`src/hdl/wfs_regs.vh`:
```
// register map, field layout and timing constants of the slot sequencer
`ifndef WFS_REGS_VH
`define WFS_REGS_VH

// ----------------------------------------------------------------
// register indexes (byte address = 4 * index)
// ----------------------------------------------------------------
`define WFS_IDX_W 6
`define WFS_IDX_CTRL 6'h0c
`define WFS_IDX_SLOT_FIRST 6'h0f
`define WFS_IDX_SLOT_SEVEN 6'h15
`define WFS_IDX_SLOT_EIGHT 6'h16
`define WFS_IDX_LOOP_LO 6'h17
`define WFS_IDX_LOOP_HI 6'h18
`define WFS_IDX_STATUS 6'h19

// ----------------------------------------------------------------
// bus geometry
// ----------------------------------------------------------------
`define WFS_ADDR_W 8
`define WFS_ADDR_IDX_LSB 2
`define WFS_ADDR_IDX_MSB 7
`define WFS_DATA_W 32
`define WFS_BE_W 4
`define WFS_BE_LOW 0

// ----------------------------------------------------------------
// fields
// ----------------------------------------------------------------
`define WFS_CTRL_START_BIT 0
`define WFS_SLOT_DELAY_BIT 7
`define WFS_ENTRY_MSB 6
`define WFS_ENTRY_W 7
`define WFS_STAT_BUSY_BIT 0
`define WFS_STAT_DELAY_BIT 1
`define WFS_STAT_PLAY_BIT 2
`define WFS_STAT_SLOT_LSB 4
`define WFS_STAT_SLOT_MSB 6
`define WFS_REPEAT_W 2

// ----------------------------------------------------------------
// reset values and slot counts
// ----------------------------------------------------------------
`define WFS_RST_BYTE 8'h00
`define WFS_RST_WORD 32'h00000000
`define WFS_SLOT_NUM 8
`define WFS_SLOT_W 3
`define WFS_SLOT_ZERO 3'h0
`define WFS_SLOT_LAST 3'h7
`define WFS_ENTRY_STOP 8'h00
`define WFS_UNITS_ZERO 7'h00

// ----------------------------------------------------------------
// timing: delay unit in ms, clock in kHz, unit count in cycles
// ----------------------------------------------------------------
`define WFS_DELAY_UNIT_MS 10
`define WFS_CLK_KHZ 200000
// 10 ms at 200 MHz, sized to the unit counter so nothing is cut
`define WFS_UNIT_CYCLES 21'h1e8480
`define WFS_UNIT_CNT_W 21
`define WFS_UNIT_CNT_ZERO 21'h000000
`define WFS_UNIT_CNT_ONE 21'h000001

`endif

```
`src/hdl/wfs_slot_mem.v`:
```
// eight-entry slot store with one write port and two registered read ports
`timescale 1ns/1ps
`include "wfs_regs.vh"

module wfs_slot_mem (
	// clock and reset
	input wire clk_sys,
	input wire srst,
	// write port
	input wire wr_en,
	input wire [2:0] wr_addr,
	input wire [7:0] wr_data,
	// read port a (bus)
	input wire [2:0] rd_a_addr,
	output reg [7:0] rd_a_data,
	// read port b (sequencer)
	input wire [2:0] rd_b_addr,
	output reg [7:0] rd_b_data
);

	wire [7:0] slot_word [0:7];

	// ----------------------------------------------------------------
	// storage
	// ----------------------------------------------------------------
	genvar g;
	generate
		for (g = 0; g < 8; g = g + 1) begin : g_slot
			reg [7:0] word;
			always @(posedge clk_sys) begin
				if (srst) begin
					word <= `WFS_RST_BYTE;
				end else if (wr_en && wr_addr == g) begin
					word <= wr_data;
				end
			end
			assign slot_word[g] = word;
		end
	endgenerate

	// ----------------------------------------------------------------
	// registered reads
	// ----------------------------------------------------------------
	always @(posedge clk_sys) begin
		if (srst) begin
			rd_a_data <= `WFS_RST_BYTE;
			rd_b_data <= `WFS_RST_BYTE;
		end else begin
			rd_a_data <= slot_word[rd_a_addr];
			rd_b_data <= slot_word[rd_b_addr];
		end
	end

endmodule

```
`src/hdl/wfs_sequencer.v`:
```
// waveform slot sequencer with avalon-mm register slave
//
// The Avalon-MM interface to the registers was left to the implementer.
`timescale 1ns/1ps
`include "wfs_regs.vh"

module wfs_sequencer #(
	parameter [20:0] DELAY_UNIT_CYCLES = `WFS_UNIT_CYCLES
) (
	// clock and reset
	input wire clk_sys,
	input wire srst,
	// avalon-mm slave
	input wire [7:0] avs_address,
	input wire avs_read,
	input wire avs_write,
	input wire [31:0] avs_writedata,
	input wire [3:0] avs_byteenable,
	output reg [31:0] avs_readdata,
	output wire avs_waitrequest,
	// drive engine handshake
	output wire wave_play,
	output reg [6:0] wave_id,
	input wire wave_done,
	// sequencer state
	output wire seq_busy,
	output wire seq_delay_active
);

	// ----------------------------------------------------------------
	// states
	// ----------------------------------------------------------------
	localparam [2:0] ST_IDLE = 3'h0;
	localparam [2:0] ST_FETCH = 3'h1;
	localparam [2:0] ST_LOAD = 3'h2;
	localparam [2:0] ST_LOOK = 3'h3;
	localparam [2:0] ST_PLAY = 3'h4;
	localparam [2:0] ST_DELAY = 3'h5;
	localparam [2:0] ST_DONE = 3'h6;

	localparam [1:0] RD_IDLE = 2'h0;
	localparam [1:0] RD_MEM = 2'h1;
	localparam [1:0] RD_ANS = 2'h2;

	// ----------------------------------------------------------------
	// decode helpers
	// ----------------------------------------------------------------
	function is_slot;
		input [5:0] idx;
		begin
			is_slot = (idx >= `WFS_IDX_SLOT_FIRST) &&
				(idx <= `WFS_IDX_SLOT_EIGHT);
		end
	endfunction

	function [2:0] slot_of;
		input [5:0] idx;
		reg [5:0] diff;
		begin
			diff = idx - `WFS_IDX_SLOT_FIRST;
			slot_of = diff[2:0];
		end
	endfunction

	function [1:0] repeat_of;
		input [15:0] all;
		input [2:0] slot;
		begin
			repeat_of = all[{slot, 1'b0} +: 2];
		end
	endfunction

	// ----------------------------------------------------------------
	// declarations
	// ----------------------------------------------------------------
	wire [5:0] bus_idx;
	wire wr_low;
	wire slot_wr;
	wire ctrl_wr;
	wire start_req;
	wire stop_req;
	wire [7:0] mem_a_data;
	wire [7:0] mem_b_data;
	wire [15:0] repeat_all;
	wire entry_is_delay;
	wire [1:0] slot_repeat_count;

	reg [1:0] rd_phase;
	reg [7:0] loop_lo;
	reg [7:0] loop_hi;
	reg [2:0] state;
	reg [2:0] slot_idx;
	reg [7:0] entry;
	reg [1:0] rep_cnt;
	reg [6:0] units_left;
	reg [20:0] unit_cnt;
	reg [7:0] status_byte;

	// ----------------------------------------------------------------
	// bus decode
	// ----------------------------------------------------------------
	assign bus_idx = avs_address[`WFS_ADDR_IDX_MSB:`WFS_ADDR_IDX_LSB];
	assign wr_low = avs_write && avs_byteenable[`WFS_BE_LOW];
	assign slot_wr = wr_low && is_slot(bus_idx);
	assign ctrl_wr = wr_low && (bus_idx == `WFS_IDX_CTRL);
	assign start_req = ctrl_wr &&
		avs_writedata[`WFS_CTRL_START_BIT] && (state == ST_IDLE);
	// clearing the start bit while running cancels playback
	assign stop_req = ctrl_wr &&
		!avs_writedata[`WFS_CTRL_START_BIT];

	// writes finish in their first cycle; reads take two wait cycles
	assign avs_waitrequest = avs_read && (rd_phase != RD_ANS);

	// ----------------------------------------------------------------
	// slot storage
	// ----------------------------------------------------------------
	wfs_slot_mem u_slot_mem (
		.clk_sys(clk_sys),
		.srst(srst),
		.wr_en(slot_wr),
		.wr_addr(slot_of(bus_idx)),
		.wr_data(avs_writedata[7:0]),
		.rd_a_addr(slot_of(bus_idx)),
		.rd_a_data(mem_a_data),
		.rd_b_addr(slot_idx),
		.rd_b_data(mem_b_data)
	);

	// ----------------------------------------------------------------
	// repeat registers
	// ----------------------------------------------------------------
	always @(posedge clk_sys) begin
		if (srst) begin
			loop_lo <= `WFS_RST_BYTE;
			loop_hi <= `WFS_RST_BYTE;
		end else if (wr_low) begin
			if (bus_idx == `WFS_IDX_LOOP_LO) begin
				loop_lo <= avs_writedata[7:0];
			end
			if (bus_idx == `WFS_IDX_LOOP_HI) begin
				loop_hi <= avs_writedata[7:0];
			end
		end
	end

	assign repeat_all = {loop_hi, loop_lo};
	assign slot_repeat_count = repeat_of(repeat_all, slot_idx);

	// ----------------------------------------------------------------
	// status view
	// ----------------------------------------------------------------
	always @* begin
		status_byte = `WFS_RST_BYTE;
		status_byte[`WFS_STAT_BUSY_BIT] = seq_busy;
		status_byte[`WFS_STAT_DELAY_BIT] = seq_delay_active;
		status_byte[`WFS_STAT_PLAY_BIT] = wave_play;
		status_byte[`WFS_STAT_SLOT_MSB:`WFS_STAT_SLOT_LSB] = slot_idx;
	end

	// ----------------------------------------------------------------
	// read path
	// ----------------------------------------------------------------
	// one extra cycle lets the slot store present its registered word
	always @(posedge clk_sys) begin
		if (srst) begin
			rd_phase <= RD_IDLE;
			avs_readdata <= `WFS_RST_WORD;
		end else begin
			case (rd_phase)
				RD_IDLE: begin
					if (avs_read) begin
						rd_phase <= RD_MEM;
					end
				end
				RD_MEM: begin
					rd_phase <= RD_ANS;
					avs_readdata <= `WFS_RST_WORD;
					if (is_slot(bus_idx)) begin
						avs_readdata[7:0] <= mem_a_data;
					end else begin
						case (bus_idx)
							`WFS_IDX_CTRL: begin
								avs_readdata[`WFS_CTRL_START_BIT] <= seq_busy;
							end
							`WFS_IDX_LOOP_LO: begin
								avs_readdata[7:0] <= loop_lo;
							end
							`WFS_IDX_LOOP_HI: begin
								avs_readdata[7:0] <= loop_hi;
							end
							`WFS_IDX_STATUS: begin
								avs_readdata[7:0] <= status_byte;
							end
							default: begin
								avs_readdata <= `WFS_RST_WORD;
							end
						endcase
					end
				end
				RD_ANS: begin
					rd_phase <= RD_IDLE;
				end
				default: begin
					rd_phase <= RD_IDLE;
				end
			endcase
		end
	end

	// ----------------------------------------------------------------
	// sequencer
	// ----------------------------------------------------------------
	assign entry_is_delay = entry[`WFS_SLOT_DELAY_BIT];

	always @(posedge clk_sys) begin
		if (srst) begin
			state <= ST_IDLE;
			slot_idx <= `WFS_SLOT_ZERO;
			entry <= `WFS_RST_BYTE;
			rep_cnt <= 2'h0;
			units_left <= `WFS_UNITS_ZERO;
			unit_cnt <= `WFS_UNIT_CNT_ZERO;
			wave_id <= `WFS_UNITS_ZERO;
		end else if (stop_req && state != ST_IDLE) begin
			state <= ST_IDLE;
		end else begin
			case (state)
				ST_IDLE: begin
					if (start_req) begin
						slot_idx <= `WFS_SLOT_ZERO;
						rep_cnt <= 2'h0;
						state <= ST_FETCH;
					end
				end
				ST_FETCH: begin
					// slot store latches slot_idx at this edge
					state <= ST_LOAD;
				end
				ST_LOAD: begin
					// entry snapshot guards replays against later writes
					entry <= mem_b_data;
					state <= ST_LOOK;
				end
				ST_LOOK: begin
					if (entry == `WFS_ENTRY_STOP) begin
						state <= ST_IDLE;
					end else if (entry_is_delay) begin
						units_left <= entry[`WFS_ENTRY_MSB:0];
						unit_cnt <= `WFS_UNIT_CNT_ZERO;
						state <= ST_DELAY;
					end else begin
						wave_id <= entry[`WFS_ENTRY_MSB:0];
						state <= ST_PLAY;
					end
				end
				ST_PLAY: begin
					if (wave_done) begin
						state <= ST_DONE;
					end
				end
				ST_DELAY: begin
					if (units_left == `WFS_UNITS_ZERO) begin
						state <= ST_DONE;
					end else if (unit_cnt ==
						DELAY_UNIT_CYCLES - `WFS_UNIT_CNT_ONE) begin
						unit_cnt <= `WFS_UNIT_CNT_ZERO;
						units_left <= units_left - 7'h01;
					end else begin
						unit_cnt <= unit_cnt + `WFS_UNIT_CNT_ONE;
					end
				end
				ST_DONE: begin
					if (rep_cnt != slot_repeat_count) begin
						rep_cnt <= rep_cnt + 2'h1;
						state <= ST_LOOK;
					end else if (slot_idx == `WFS_SLOT_LAST) begin
						state <= ST_IDLE;
					end else begin
						slot_idx <= slot_idx + 3'h1;
						rep_cnt <= 2'h0;
						state <= ST_FETCH;
					end
				end
				default: begin
					state <= ST_IDLE;
				end
			endcase
		end
	end

	// ----------------------------------------------------------------
	// outputs
	// ----------------------------------------------------------------
	// engine is only asked for a waveform, never during a wait
	assign wave_play = (state == ST_PLAY);
	assign seq_busy = (state != ST_IDLE);
	assign seq_delay_active = (state == ST_DELAY);

endmodule

```
`config.mk`:
```
export PLATFORM = sky130hd
export DESIGN_NAME = wfs_sequencer
export DESIGN_NICKNAME = d
export VERILOG_FILES = /design/src/hdl/wfs_slot_mem.v /design/src/hdl/wfs_sequencer.v
export VERILOG_INCLUDE_DIRS = /design/src /design/src/hdl
export SDC_FILE = /design/constraint.sdc
export NUM_CORES = 1
export LEC_CHECK = 0
export BUFFER_PORTS_ARGS = -buffer_cell sky130_fd_sc_hd__buf_2
export CORE_MARGIN = 2
export CORE_UTILIZATION = 40
export CTS_CLUSTER_DIAMETER = 40
export DETAILED_ROUTE_END_ITERATION = 12
export PLACE_DENSITY_LB_ADDON = 0.1
export SLEW_MARGIN = 40
export SYNTH_ARGS = -nofsm -noshare
export SYNTH_HDL_FRONTEND = slang
export SYNTH_SLANG_ARGS = --single-unit
export TNS_END_PERCENT = 5
```
`constraint.sdc`:
```
create_clock -name clk_sys -period 5.02 [get_ports clk_sys]
set_input_delay 0.251 -clock clk_sys [delete_from_list [all_inputs] [get_ports clk_sys]]
set_output_delay 0.251 -clock clk_sys [all_outputs]
set_load 0.02 [all_outputs]
```
==> results.py <==
metrics = {
    "layout": {
        "fin_nets": 863,
        "area_growth_pct": 11.3,
        "drive_gt1_frac": 0.150,
        "final_common_cell": "dfxtp_1",
        "post-route-util": 0.457,
        "mostFrequentLayoutCells": "dfxtp_1, nor2_1, mux2i_1, nand2_1, a21oi_1",
        "antenna_cells": 0,
    },
    "cts": {
        "cts-buffers-inserted": 17,
        "clockBufferDepth": 2,
        "cts_hold_buf": 0,
        "postCtsSetupBuffers": 0,
        "tritoncts": "built",
        "cts_root_buf": "clkbuf_16",
        "cts_max_level": 4,
        "cts_num_sinks": 157,
        "cts_resized": 0,
        "path_clk_slew_ns": 0.06,
        "clock_latency_ns": 0.43,
    },
    "detailed_routing": {
        "drt_pass1_iterations": 4,
        "routedWlPerCell_um": 17.8,
        "dr_total_vias": 5710,
        "totalWireLength_um": 19200,
        "final_antenna_net_count": 0,
        "vias_per_cell": 5.31,
        "drt_iter0_drc": 348,
        "drc": 0,
    },
    "yosys": {
        "synth_area_per_cell_um2": 9.74,
        "synth_compound_area_frac": 0.0783,
        "synth_edf_count": 0,
        "synth_top_family_by_area": "multiplexers",
        "yosysSeqAreaShare": 0.406,
        "synth.area.mux_share": 0.247,
        "async_flop_share": 0,
        "syn_inst": 794,
        "synth_fa_ha_area_frac": 0.0162,
        "netlist_area_mm2": 0.00774,
        "synth_ff_type": "dfxtp_1",
        "yosys.area_share.simple": 0.174,
        "synth_warnings": 0,
        "synth_seq_cells": 157,
        "synth.distinct_cells": 60,
        "synth_xor_area_frac": 0.0202,
    },
    "timing": {
        "fmax_mhz": 331,
        "hold_viol": 0,
        "slew_viol_final": 0,
        "fin_worst_skew_ns": 0.00710,
        "finalWorstSetupSlack_ns": 2.00,
        "final.setup.tns_ns": 0,
        "min_period_ns": 3.02,
        "grt_setup_unrepaired": "false",
        "setup_violations": 0,
        "max_slew_margin": 0.423,
        "post-route-period-util": 0.603,
        "worstMarginPinSlew_ns": 0.861,
    },
    "floorplanning": {
        "initial_core_util": 0.411,
        "die_y_um": 143,
        "core_area_mm2": 0.0188,
        "die_w_um": 143,
        "dieArea_mm2": 0.0205,
        "row_count": 50,
        "boundaryPins": 92,
    },
    "global_routing": {
        "grt.overflow.total": 0,
        "grt_pass1_wl_um": 30700,
        "antenna_found_initial": 0,
        "grt_max_degree": 87,
        "grt_use_total": 0.196,
        "grt_pass1_vias": 5513,
    },
    "power_and_ir_drop": {
        "powerDensity_mw_per_mm2": 311,
        "ir_drop_v": 0.000218,
        "p_leak_nw": 3.51,
    },
    "placed_design": {
        "pre_cts_slack_ns": 1.58,
        "portBuffers": 38,
        "place_congestion": 0.811,
        "hpwl_um": 13200,
    },
    "setup_path": {
        "timing.rr.end": "slot_idx[0]",
        "endpoint_kind": "flop",
        "ff2ff_setup_slack_ns": 2.00,
        "critical_path_buf_inv_count": 1,
        "r2r_start": "slot_idx[1]",
        "max_stage_delay_ns": 0.81,
        "critPathLaunchType": "flop",
        "cp.depth": 7,
        "critical_path_class": "flop to flop",
        "arrival_ns": 3.34,
        "cp.required_ns": 5.33,
        "reg2reg_depth": 7,
        "crit_chain": "buf_4, mux4_2, mux2i_1, xor2_2, a21oi_2, nor3b_4, mux2_4",
        "cp_slowest_cell": "dfxtp_1",
        "cp_top_family": "multiplexers",
        "critPathMaxFanout": 14,
    },
    "status": {
        "outcome": "finished clean",
    },
    "min_path": {
        "min_to": "rd_phase[0]",
        "hold_path_depth": 2,
        "worstHoldStart": "avs_read",
        "hold_path.class": "input pin to flop",
    },
    "run": {
        "maxCapViolCount": 0,
    },
}
## per-stage QoR
| step | instance area, um2 | cells | hold slack (ns) | total power, W |
|---|---|---|---|---|
| after CTS | 8560 | 1072 | 0.0853 | 0.00271 |
| after global placement | 7960 | 1041 | 0.435 | 0.00142 |
| after floorplan | 7820 | 817 | 0.423 | 0.00140 |
| after detailed placement | 7980 | 1041 | 0.441 | 0.00142 |
| after global routing | 8610 | 1076 | 0.0944 | 0.00278 |
| final | 8610 | 1076 | 0.105 | 0.00267 |
## layout make-up
| cell class | instances | area [um2] |
|---|---|---|
| clock buffers | 22 | 474 |
| clock inverters | 9 | 113 |
| fillers | 1813 | 10200 |
| inverters | 11 | 41.3 |
| multi-input cells | 572 | 4260 |
| flip-flops and latches | 157 | 3140 |
| well taps | 260 | 325 |
| repair buffers | 45 | 253 |
## Yosys cell counts (12+ instances only)
library cell	count	area, um2
a21oi_1	39	195
buf_2	12	60.1
buf_4	24	180
clkbuf_1	34	128
dfxtp_1	157	3140
mux2i_1	108	1080
mux4_2	34	766
nand2_1	45	169
nand3_1	24	120
nand4_1	13	81.3
nor2_1	139	522
xor2_1	16	140
## flip-flops by register name (all words and copies together) (netlist names)
name	count
wave_id	7
u_slot_mem.rd_b_data	8
rep_cnt	2
loop_lo	8
loop_hi	8
u_slot_mem.g_slot.word	64
slot_idx	3
avs_readdata	8
unit_cnt	21
entry	8
u_slot_mem.rd_a_data	8
state	3
rd_phase	2
units_left	7
## cell families after synthesis
kind of cell,after synthesis
flip-flops,157
AO/OA/AOI/OAI,92
adder cells (fa/ha/maj),10
other,1
buffers and inverters,88
XOR/XNOR,17
multiplexers,145
AND/OR/NAND/NOR,284
## worst register-to-register path: stages (launching register included)
cell and delay [ns]:
dfxtp_1 0.81, buf_4 0.34, mux4_2 0.51, mux2i_1 0.28, xor2_2 0.19, a21oi_2 0.13
nor3b_4 0.32, mux2_4 0.33
## worst max-delay path by stage
stage	startpoint	endpoint
2_1_floorplan	avs_address[2]	u_slot_mem.rd_a_data[6]
3_3_place_gp	avs_address[2]	unit_cnt[18]
3_5_place_dp	avs_address[2]	u_slot_mem.g_slot[2].word[6]
4_1_cts	slot_idx[1]	slot_idx[0]
5_1_grt	units_left[0]	unit_cnt[3]
6_report	slot_idx[1]	slot_idx[0]
## routing by layer
| layer | part of all wire | routed length (um) | track usage | up-vias |
|---|---|---|---|---|
| li1 | - | - | - | 2805 |
| met1 | 0.46 | 8850 | 0.248 | 2788 |
| met2 | 0.50 | 9500 | 0.336 | 94 |
| met5 | 0 | 0 | 0 | - |
| met4 | 0.013 | 253 | 0.0563 | 0 |
| met3 | 0.029 | 552 | 0.0429 | 23 |
## power by group
group          internal (W)  switching, W  leakage [nW]
combinational     0.0000398      0.000101          1.97
sequential          0.00125    0.00000498          1.27
clock              0.000769      0.000507         0.274
total               0.00206      0.000614          3.51
Note: power is estimated with default switching activity, not from simulation.
